--- config.mk ---
export PLATFORM = sky130hd
export DESIGN_NAME = tdm_pair
export DESIGN_NICKNAME = d
export VERILOG_FILES = /design/src/tdm_pair_pkg.sv /design/src/tdm_pair.sv
export SDC_FILE = /design/constraint.sdc
export NUM_CORES = 2
export LEC_CHECK = 0
export ABC_CLOCK_PERIOD_IN_PS = 16300
export BUFFER_PORTS_ARGS = -buffer_cell sky130_fd_sc_hd__buf_2
export CORE_ASPECT_RATIO = 0.9
export CORE_MARGIN = 3
export CORE_UTILIZATION = 30
export DETAILED_ROUTE_END_ITERATION = 6
export PLACE_DENSITY = 0.45
export SLEW_MARGIN = 40
export SYNTH_ARGS = -nofsm -noshare
export SYNTH_HDL_FRONTEND = slang
export SYNTH_SLANG_ARGS = --single-unit
--- constraint.sdc ---
create_clock -name clk_sys -period 16.3 [get_ports clk_sys]
set_clock_uncertainty 0.1 [all_clocks]
set_input_delay 1.63 -clock clk_sys [delete_from_list [all_inputs] [get_ports clk_sys]]
set_output_delay 1.63 -clock clk_sys [all_outputs]
set_load 0.02 [all_outputs]
--- src/tdm_pair_pkg.sv ---
// constants for the paired multislot serial unit
package tdm_pair_pkg;
	// register byte offsets
	localparam logic [7:0] CTL_OFS = 8'h00;
	localparam logic [7:0] MCTL_OFS = 8'h04;
	localparam logic [7:0] DIV_OFS = 8'h08;
	localparam logic [7:0] TXA_OFS = 8'h0c;
	localparam logic [7:0] TXB_OFS = 8'h10;
	localparam logic [7:0] RXA_OFS = 8'h14;
	localparam logic [7:0] RXB_OFS = 8'h18;
	localparam logic [7:0] STAT_OFS = 8'h1c;
	// four-word groups, selected by address bits 7:4
	localparam logic [3:0] TXSEL_GRP = 4'h2;
	localparam logic [3:0] RXSEL_GRP = 4'h3;
	localparam logic [3:0] TXCMP_GRP = 4'h4;
	localparam logic [3:0] RXCMP_GRP = 4'h5;
	// serial_control_reg fields
	localparam int LANE_A_EN_B = 0;
	localparam int LANE_B_EN_B = 1;
	localparam int OPFMT_B = 2;
	localparam int INT_CLK_B = 3;
	localparam int EDGE_B = 4;
	localparam int INT_FS_B = 5;
	localparam int LEVEL_B = 6;
	localparam int WLEN_LSB = 7;
	localparam int LAW_B = 12;
	localparam int CTL_W = 13;
	// multislot_control_reg fields
	localparam int MSE_A_B = 0;
	localparam int MFD_LSB = 1;
	localparam int NCH_LSB = 5;
	localparam int MSE_B_B = 12;
	localparam int SLOT_LSB = 16;
	// reset values and minimum word length field
	localparam logic [CTL_W-1:0] CTL_RST = 13'h0f80;
	localparam logic [7:0] DIV_RST = 8'h01;
	localparam logic [4:0] WLEN_MIN = 5'h02;
	// companding constants
	localparam logic [15:0] MU_BIAS = 16'h0084;
	localparam logic [15:0] MU_CLIP = 16'h7f7b;
	localparam logic [15:0] A_SEG_OFS = 16'h0108;
	localparam logic [7:0] A_XOR = 8'h55;
	typedef enum logic [2:0] {
		ST_IDLE = 3'b001,
		ST_WAIT = 3'b010,
		ST_RUN = 3'b100
	} frame_st_t;
endpackage
--- src/tdm_pair.sv ---
// paired multislot serial unit: transmit and receive halves, APB registers
//
// The APB register port and the address map were chosen for this implementation.
module tdm_pair
	import tdm_pair_pkg::*;
(
	input wire logic clk_sys,
	input wire logic rst_n,
	input wire logic ce,
	input wire logic psel,
	input wire logic penable,
	input wire logic pwrite,
	input wire logic [7:0] paddr,
	input wire logic [31:0] pwdata,
	output logic [31:0] prdata,
	output logic pready,
	output logic pslverr,
	input wire logic sclk_in,
	output logic sclk_out,
	output logic sclk_oe_n,
	input wire logic fs_in,
	output logic fs_out,
	output logic fs_oe_n,
	output logic tdv_out,
	output logic tdv_oe_n,
	input wire logic rx_a_in,
	input wire logic rx_b_in,
	output logic tx_a_out,
	output logic tx_a_oe_n,
	output logic tx_b_out,
	output logic tx_b_oe_n
);
	function automatic logic [7:0] compress(input logic [15:0] x,
		input logic alaw);
		logic s;
		logic [15:0] m;
		logic [15:0] t;
		logic [2:0] e;
		s = x[15];
		m = s ? ~x : x;
		e = 3'h0;
		if (!alaw) begin
			if (m > MU_CLIP)
				m = MU_CLIP;
			m = m + MU_BIAS;
			for (int i = 1; i < 8; i++)
				if (m[i+7])
					e = 3'(i);
			t = m >> ({2'h0, e} + 5'h03);
			return ~{s, e, t[3:0]};
		end
		m = m >> 3;
		for (int i = 1; i < 8; i++)
			if (m[i+4])
				e = 3'(i);
		t = (e == 3'h0) ? (m >> 1) : (m >> e);
		return {~s, e, t[3:0]} ^ A_XOR;
	endfunction

	function automatic logic [15:0] expand(input logic [7:0] c,
		input logic alaw);
		logic [7:0] v;
		logic [15:0] m;
		if (!alaw) begin
			v = ~c;
			m = ((({12'h000, v[3:0]} << 3) + MU_BIAS) << v[6:4]) - MU_BIAS;
			return v[7] ? -m : m;
		end
		v = c ^ A_XOR;
		if (v[6:4] == 3'h0)
			m = {8'h00, v[3:0], 4'h8};
		else
			m = ({8'h00, v[3:0], 4'h0} + A_SEG_OFS) << (v[6:4] - 3'h1);
		return v[7] ? m : -m;
	endfunction

	logic [CTL_W-1:0] ctl;
	logic mse_a, mse_b;
	logic [3:0] frame_to_data_delay;
	logic [6:0] slot_count_minus_one;
	logic [7:0] divr;
	logic [31:0] txa, txb, rxa, rxb;
	logic txa_full, txb_full, rxa_full, rxb_full;
	logic [127:0] txsel, rxsel, txcmp, rxcmp;
	logic sclk_s1, sclk_s2, sclk_s3, fs_s1, fs_s2;
	logic rxa_s1, rxa_s2, rxb_s1, rxb_s2;
	logic [7:0] dcnt;
	logic [13:0] fcnt;
	logic fs_gen;
	frame_st_t st;
	logic [3:0] dly;
	logic [6:0] slot;
	logic [4:0] bitn;
	logic [31:0] rsa, rsb, twa, twb;
	logic armed, tv;

	// format bit must be zero; either enable starts the pair
	logic mc_on;
	assign mc_on = (mse_a | mse_b) & ~ctl[OPFMT_B];
	logic int_clk, int_fs, edge_sel, lvl, law, en_a, en_b;
	assign int_clk = ctl[INT_CLK_B];
	assign int_fs = ctl[INT_FS_B];
	assign edge_sel = ctl[EDGE_B];
	assign lvl = ctl[LEVEL_B];
	assign law = ctl[LAW_B];
	assign en_a = ctl[LANE_A_EN_B];
	assign en_b = ctl[LANE_B_EN_B];
	logic [4:0] wl;
	// word length field holds bits minus one; below 3 bits is clamped
	assign wl = (ctl[WLEN_LSB+:5] < WLEN_MIN) ? WLEN_MIN
		: ctl[WLEN_LSB+:5];

	// apb: one wait-free access phase, ready registered from setup
	logic acc, wr, rd, hit;
	logic [31:0] rdata;
	logic [1:0] widx;
	assign acc = psel & penable & pready;
	assign wr = acc & pwrite;
	assign rd = acc & ~pwrite;
	assign widx = paddr[3:2];
	always_comb begin
		hit = 1'b1;
		rdata = 32'h0000_0000;
		case (paddr[7:4])
			TXSEL_GRP: rdata = txsel[{widx, 5'h00}+:32];
			RXSEL_GRP: rdata = rxsel[{widx, 5'h00}+:32];
			TXCMP_GRP: rdata = txcmp[{widx, 5'h00}+:32];
			RXCMP_GRP: rdata = rxcmp[{widx, 5'h00}+:32];
			default: begin
				case (paddr)
					CTL_OFS: rdata = {19'h0, ctl};
					MCTL_OFS: rdata = {9'h0, slot, 3'h0, mse_b, slot_count_minus_one, frame_to_data_delay,
						mse_a};
					DIV_OFS: rdata = {24'h0, divr};
					TXA_OFS: rdata = txa;
					TXB_OFS: rdata = txb;
					RXA_OFS: rdata = rxa;
					RXB_OFS: rdata = rxb;
					STAT_OFS: rdata = {24'h0, st, armed, rxb_full, rxa_full,
						txb_full, txa_full};
					default: hit = 1'b0;
				endcase
			end
		endcase
	end

	always_ff @(posedge clk_sys) begin
		if (!rst_n) begin
			pready <= 1'b0;
			prdata <= 32'h0000_0000;
			pslverr <= 1'b0;
		end else if (ce) begin
			pready <= psel & ~penable;
			prdata <= (psel & ~penable & ~pwrite) ? rdata : 32'h0000_0000;
			pslverr <= psel & ~penable & ~hit;
		end
	end

	always_ff @(posedge clk_sys) begin
		if (!rst_n) begin
			ctl <= CTL_RST;
			mse_a <= 1'b0;
			mse_b <= 1'b0;
			frame_to_data_delay <= 4'h0;
			slot_count_minus_one <= 7'h00;
			divr <= DIV_RST;
			txsel <= '0;
			rxsel <= '0;
			txcmp <= '0;
			rxcmp <= '0;
		end else if (ce && wr) begin
			case (paddr[7:4])
				TXSEL_GRP: txsel[{widx, 5'h00}+:32] <= pwdata;
				RXSEL_GRP: rxsel[{widx, 5'h00}+:32] <= pwdata;
				TXCMP_GRP: txcmp[{widx, 5'h00}+:32] <= pwdata;
				RXCMP_GRP: rxcmp[{widx, 5'h00}+:32] <= pwdata;
				default: begin
					if (paddr == CTL_OFS)
						ctl <= pwdata[CTL_W-1:0];
					if (paddr == MCTL_OFS) begin
						mse_a <= pwdata[MSE_A_B];
						mse_b <= pwdata[MSE_B_B];
						frame_to_data_delay <= pwdata[MFD_LSB+:4];
						slot_count_minus_one <= pwdata[NCH_LSB+:7];
					end
					if (paddr == DIV_OFS)
						divr <= pwdata[7:0];
				end
			endcase
		end
	end

	// pins from the bus are brought in through two flops each; the serial clock gets a third for finding its edges
	always_ff @(posedge clk_sys) begin
		if (!rst_n) begin
			{sclk_s1, sclk_s2, sclk_s3} <= 3'h0;
			{fs_s1, fs_s2, rxa_s1, rxa_s2, rxb_s1, rxb_s2} <= 6'h00;
		end else if (ce) begin
			sclk_s1 <= sclk_in;
			sclk_s2 <= sclk_s1;
			sclk_s3 <= sclk_s2;
			fs_s1 <= fs_in;
			fs_s2 <= fs_s1;
			rxa_s1 <= rx_a_in;
			rxa_s2 <= rxa_s1;
			rxb_s1 <= rx_b_in;
			rxb_s2 <= rxb_s1;
		end
	end

	// one serial clock drives both halves; no separate receive clock
	logic tick, rise, fall, samp, drv;
	assign tick = mc_on & int_clk & (dcnt == divr);
	assign rise = int_clk ? (tick & ~sclk_out)
		: (sclk_s2 & ~sclk_s3);
	assign fall = int_clk ? (tick & sclk_out) : (~sclk_s2 & sclk_s3);
	assign samp = mc_on & (edge_sel ? rise : fall);
	assign drv = mc_on & (edge_sel ? fall : rise);

	always_ff @(posedge clk_sys) begin
		if (!rst_n) begin
			dcnt <= 8'h00;
			sclk_out <= 1'b0;
			sclk_oe_n <= 1'b1;
		end else if (ce) begin
			dcnt <= (tick || !mc_on || !int_clk) ? 8'h00 : dcnt + 8'h01;
			if (tick)
				sclk_out <= ~sclk_out;
			sclk_oe_n <= ~(mc_on & int_clk);
		end
	end

	// internal frame sync: one serial clock wide, once per frame
	logic [13:0] flen;
	assign flen = 14'({7'h00, slot_count_minus_one} + 14'h0001) * 14'({9'h000, wl} + 14'h0001);
	always_ff @(posedge clk_sys) begin
		if (!rst_n) begin
			fcnt <= 14'h0000;
			fs_gen <= 1'b0;
			fs_out <= 1'b0;
			fs_oe_n <= 1'b1;
		end else if (ce) begin
			if (!mc_on || !int_fs) begin
				fcnt <= 14'h0000;
				fs_gen <= 1'b0;
			end else if (drv) begin
				fs_gen <= (fcnt == 14'h0000);
				fcnt <= (fcnt >= flen - 14'h0001) ? 14'h0000
					: fcnt + 14'h0001;
			end
			fs_out <= fs_gen ? lvl : ~lvl;
			fs_oe_n <= ~(mc_on & int_fs);
		end
	end

	// the receive unit's sync, own or external, frames both halves
	logic fs_hit;
	assign fs_hit = samp & (int_fs ? fs_gen : (fs_s2 == lvl));

	// position being processed at this sample edge
	logic u_go, f_start;
	logic [6:0] u_slot;
	logic [4:0] u_bit;
	// slot 0 bit 0: the sync edge itself, or the edge ending the delay
	assign f_start = samp
		& (fs_hit ? (frame_to_data_delay == 4'h0) : (dly == 4'h1));
	always_comb begin
		u_go = 1'b0;
		u_slot = slot;
		u_bit = bitn;
		if (f_start) begin
			u_go = 1'b1;
			u_slot = 7'h00;
			u_bit = 5'h00;
		end else if (samp) begin
			// old frame runs on while a new sync is delayed
			u_go = (st == ST_RUN);
		end
	end

	// a sync mid frame simply restarts; frames run back to back
	always_ff @(posedge clk_sys) begin
		if (!rst_n) begin
			st <= ST_IDLE;
			dly <= 4'h0;
			slot <= 7'h00;
			bitn <= 5'h00;
		end else if (ce) begin
			case (st)
				ST_IDLE: if (mc_on)
					st <= ST_WAIT;
				ST_WAIT: if (!mc_on)
					st <= ST_IDLE;
				else if (f_start)
					st <= ST_RUN;
				ST_RUN: if (!mc_on)
					st <= ST_IDLE;
				default: st <= ST_IDLE;
			endcase
			if (!mc_on) begin
				dly <= 4'h0;
				slot <= 7'h00;
				bitn <= 5'h00;
			end else begin
				if (fs_hit)
					dly <= frame_to_data_delay;
				else if (samp && dly != 4'h0)
					dly <= dly - 4'h1;
				if (u_go) begin
					if (u_bit == wl) begin
						bitn <= 5'h00;
						slot <= (u_slot == slot_count_minus_one) ? 7'h00
							: u_slot + 7'h01;
					end else begin
						bitn <= u_bit + 5'h01;
						slot <= u_slot;
					end
				end
			end
		end
	end

	// receive half: only stores selected slots, nothing else checked
	logic [31:0] rna, rnb;
	assign rna = {(u_bit == 5'h00) ? 31'h0 : rsa[30:0], rxa_s2};
	assign rnb = {(u_bit == 5'h00) ? 31'h0 : rsb[30:0], rxb_s2};
	logic rx_last;
	assign rx_last = u_go & (u_bit == wl) & rxsel[u_slot];
	always_ff @(posedge clk_sys) begin
		if (!rst_n) begin
			rsa <= 32'h0000_0000;
			rsb <= 32'h0000_0000;
			rxa <= 32'h0000_0000;
			rxb <= 32'h0000_0000;
			rxa_full <= 1'b0;
			rxb_full <= 1'b0;
		end else if (ce) begin
			if (u_go) begin
				rsa <= rna;
				rsb <= rnb;
			end
			if (rd && paddr == RXA_OFS)
				rxa_full <= 1'b0;
			if (rd && paddr == RXB_OFS)
				rxb_full <= 1'b0;
			// new word beats a read in the same cycle
			if (rx_last && en_a) begin
				rxa <= rxcmp[u_slot] ? {16'h0, expand(rna[7:0], law)}
					: rna;
				rxa_full <= 1'b1;
			end
			if (rx_last && en_b) begin
				rxb <= rnb;
				rxb_full <= 1'b1;
			end
		end
	end

	// transmit half: the position for the next sample edge
	logic p_ok, p_load, take;
	logic [6:0] p_slot;
	logic [4:0] p_bit;
	logic [31:0] cwa, cwb;
	assign p_ok = (dly == 4'h1) || (st == ST_RUN);
	assign p_slot = (dly == 4'h1) ? 7'h00 : slot;
	assign p_bit = (dly == 4'h1) ? 5'h00 : bitn;
	assign p_load = drv & p_ok & (p_bit == 5'h00);
	assign take = p_load & armed & txsel[p_slot];
	assign cwa = txcmp[p_slot] ? {24'h0, compress(txa[15:0], law)}
		: txa;
	assign cwb = txb;

	always_ff @(posedge clk_sys) begin
		if (!rst_n) begin
			armed <= 1'b0;
		end else if (ce) begin
			if (!mc_on)
				armed <= 1'b0;
			else if (txa_full)
				armed <= 1'b1;
		end
	end

	always_ff @(posedge clk_sys) begin
		if (!rst_n) begin
			txa <= 32'h0000_0000;
			txb <= 32'h0000_0000;
			txa_full <= 1'b0;
			txb_full <= 1'b0;
		end else if (ce) begin
			if (take && en_a)
				txa_full <= 1'b0;
			if (take && en_b)
				txb_full <= 1'b0;
			// a software load beats a take in the same cycle
			if (wr && paddr == TXA_OFS) begin
				txa <= pwdata;
				txa_full <= 1'b1;
			end
			if (wr && paddr == TXB_OFS) begin
				txb <= pwdata;
				txb_full <= 1'b1;
			end
		end
	end

	// data lanes drive only in selected slots; valid follows them
	always_ff @(posedge clk_sys) begin
		if (!rst_n) begin
			tv <= 1'b0;
			twa <= 32'h0000_0000;
			twb <= 32'h0000_0000;
			tx_a_out <= 1'b0;
			tx_b_out <= 1'b0;
			tx_a_oe_n <= 1'b1;
			tx_b_oe_n <= 1'b1;
			tdv_out <= 1'b0;
			tdv_oe_n <= 1'b1;
		end else if (ce) begin
			if (!mc_on) begin
				tv <= 1'b0;
			end else if (drv) begin
				if (!p_ok)
					tv <= 1'b0;
				else if (p_load)
					tv <= take;
			end
			if (p_load) begin
				twa <= cwa;
				twb <= cwb;
			end
			if (drv && p_ok) begin
				tx_a_out <= p_load ? cwa[wl] : twa[wl-p_bit];
				tx_b_out <= p_load ? cwb[wl] : twb[wl-p_bit];
			end
			tx_a_oe_n <= ~(tv & en_a);
			tx_b_oe_n <= ~(tv & en_b);
			tdv_out <= (tv & armed) ? lvl : ~lvl;
			tdv_oe_n <= ~mc_on;
		end
	end
endmodule

==> summary by stage <==
Outcome
The flow ran to the end, and the final reports show no timing, DRC or antenna violations.

Timing
For the pin with the worst max-slew slack, the measured transition is 940.3 ps. Setup repair after global routing left no endpoint under its margin. For the finished layout, the period the worst path requires is 8561 ps.

The final total negative setup slack is 0 ps. The worst max-slew margin expressed relative to the limit is 0.3731. The final-report hold violation count was 0. The maximum frequency from static timing analysis is 116.8 MHz. Of the available clock period, the critical path in the final layout requires 0.5252. The final max-slew violation count is 0. Setup violations remaining at the end of the flow were counted as 0. Hold timing on the final database bottoms out at a slack of 350.1 ps.

Global route
The number of global-route vias before repair came to 46660. The global route total overflow is 0. The global-route usage over all layers is 0.2625. The initial antenna violation count was 13. The first-pass GRT wire length is 340900 um. The maximum number of pins on one net before global-route repair is 193.

Power
Power comes to 0.004955 W. Across the VDD grid, the largest voltage drop is 0.00007137 V. The power per standard cell area is 87.29 nW/um^2. In this run the static leakage power is 19.27 nW.

Detailed routing
The post-route DRC violation count is 0. The final route contains 50310 vias. In this run the remaining antenna-violating nets after routing total 0. For this block, the routed nets add up to 237200 um of wire.

The average routed wire per standard cell is 27.54 um. The first detailed-routing pass ran for 6 iterations. In the routed layout, each cell is associated on average with a via count of 5.841. After the first detailed-routing iteration, the DRC count stood at 6036.

Setup path
The standard cell with the maximum stage delay on the critical path is dfxtp_1. The kind of end point of the critical path is a flip-flop. The required time of the critical path is 16800 ps. The critical path is of the reg2reg type. On the worst path, the slowest cell contributes a delay of 720 ps. The count of buffering cells on the critical path with inverters included is 7. The critical path launch point type is a flip-flop. The startpoint identified for the worst register-to-register timing path is ctl[9]. The origin of the worst setup path is ctl[9]. The endpoint arrival time on the critical path is 9060 ps. The dominant delay contributor by cell family on the critical path is adder cells.

The largest fanout of any net on the critical path is 16.

Yosys
The number of synthesized flops with an enable pin is 0. Of the post-synthesis cell area, the dominant cell type holds 0.3562. During synthesis, Yosys emitted a total of 0 warnings. In the post-synthesis netlist, the biggest area contributors are dfxtp_1, nor2_1, a21oi_1, nand2_1, mux2i_1. The cell area that synthesis handed to floorplanning was 50630 sq um. Among all flip-flop cells after synthesis, the most frequent one is dfxtp_1. Of the synthesized area, sequential elements account for 0.3562. The fraction of registers with async set/reset is 0. When the netlist entered floorplanning its net count stood at 6713. The count of unique library cells instantiated by Yosys is 117. A synthesized cell averages 7.722 sq um. After technology mapping, the gate count stands at 6557. The synthesized flop and latch total is 901. The largest area contributor in the netlist is dfxtp_1.

Clock tree
The latest clock arrival within the worst-skew pair is 760 ps. The H-tree was split into 3 levels. Once the clock tree was built, the resizer swapped 0 gates to a different size. The number of buffers on the longest clock path is 3. The post-CTS repair timing setup buffer count is 0. The cell sitting at the root of the clock tree is a clkbuf_16. Clock-pin slew was measured on the worst setup and hold paths at 60 ps. The CTS tree is built. The number of clock buffers added by TritonCTS is 107.

The number of sinks on the clock net is 901. In this run, post-CTS hold repair placed 0 buffers.

Die
In this run the core area contains 142 standard-cell rows. The area of the die is 173700 sq um. For this design the top-level I/O count stands at 94. The die width is 439.0 um. The standard cell core area is 167000 sq um. The die is 395.7 um tall. For this configuration, the core starts out at a cell density of 0.3032.

Place
Port buffering added 93 buffers. Including well taps, the total number of placed cells is 8413. The congestion estimate from routability-driven global placement came to 0.9365. The half-perimeter wire length after placement is 162400 um.

Finish
The commonest non-fill, non-tap cell in the layout is nor2_1. After the flow finishes, the layout carries non-filler instances totaling 8613. In the final layout, the share of cells above drive strength 1 is 0.1062. Leaving out fill and tap cells, the most frequent cells in the layout are nor2_1, dfxtp_1, a21oi_1. At the end of the flow, the number of nets in the layout was 6449. From synthesis to final layout, the design area changed by 12.12%. The filler cells instantiated in the layout total 17720.

Job
The count of max-cap constraint violations is 0.

Hold path
The min-delay analysis places its worst path in the category reg2reg. The source of the worst hold timing path is twa[9].
==> cell families after synthesis <==
group / Yosys count / synth area share
adders and majority gates: 106 / 0.03020
DFF: 901 / 0.3562
muxes: 351 / 0.09284
xor gates and xnor gates: 124 / 0.02175
AOI/OAI and AO/OA: 1753 / 0.2279
and+or+nand+nor: 2589 / 0.2141
buffers and inverters: 733 / 0.05699
==> cell usage after synthesis, types with 48 or more instances <==
| library cell | number |
|---|---|
| inv_1 | 119 |
| xor2_1 | 48 |
| buf_2 | 50 |
| a211oi_1 | 55 |
| nand3_1 | 173 |
| nor3_1 | 79 |
| o21ai_0 | 126 |
| mux2i_1 | 203 |
| buf_1 | 61 |
| a22oi_1 | 130 |
| nor2_1 | 1258 |
| ha_1 | 79 |
| a32oi_1 | 98 |
| nand2_1 | 813 |
| mux4_2 | 89 |
| dfxtp_1 | 901 |
| a221oi_1 | 182 |
| a21oi_1 | 805 |
| mux2_2 | 58 |
| clkbuf_1 | 483 |
| xnor2_1 | 74 |
==> registers in the layout, indices dropped and copies added (netlist names), 8 cells and up <==
name,count
fcnt,14
divr,8
rsb,31
dcnt,8
rxcmp,128
rxb,32
txa,32
rxsel,128
prdata,32
ctl,13
rxa,32
twa,32
txcmp,128
cwb,32
twb,32
rsa,31
txsel,128
==> metrics by stage <==
| step | util | cell area [sq um] | worst slack [ps] |
|---|---|---|---|
| 3_5_place_dp | 0.3173 | 52990 | 7795 |
| 5_1_grt | 0.3398 | 56750 | 7059 |
| 2_1_floorplan | - | 50630 | 9147 |
| 4_1_cts | 0.3390 | 56620 | 7721 |
| 3_3_place_gp | 0.3158 | 52730 | 7231 |
| 6_report | 0.3399 | 56770 | 7739 |
==> power breakdown <==
| group | leakage [nW] | internal, W | switching [W] |
|---|---|---|---|
| combinational | 10.2 | 0.0000389 | 0.000176 |
| clock | 1.78 | 0.00148 | 0.00105 |
| sequential | 7.26 | 0.00220 | 0.00000221 |
| total | 19.3 | 0.00373 | 0.00123 |
==> path summary, 6_finish.rpt <==
kind,endpoint,slack [ps],cells after the start
setup / recovery,fcnt[0],7740,33
hold reg to reg,twa[9],350,2
setup reg to reg,fcnt[0],7740,33
hold / removal,twa[9],350,2
==> worst min-delay path, stage by stage (launching register included) <==
cell	delay, ps
dfxtp_1	310
nand2_1	50
a21oi_1	50
==> metal layers <==
metal | GRT usage | part of all wire | vias up
met5 | 0 | 0.00039 | -
met4 | 0.1284 | 0.055 | 16
met3 | 0.05224 | 0.082 | 539
met2 | 0.3918 | 0.43 | 2324
met1 | 0.3598 | 0.43 | 24680
li1 | - | - | 22760
==> cell type report <==
| cell class | instances | area, sq um | area share |
|---|---|---|---|
| diodes | 8 | 20.02 | 0.0003526 |
| clock buffers | 157 | 3212 | 0.05658 |
| clock inverters | 32 | 419.2 | 0.007384 |
| inverters | 124 | 473.0 | 0.008331 |
| multi-input cells | 4923 | 30060 | 0.5296 |
| flip-flops and latches | 901 | 18050 | 0.3180 |
| well taps | 2232 | 2793 | 0.04919 |
| repair buffers | 236 | 1738 | 0.03061 |
(Power assumes the default switching activity.)
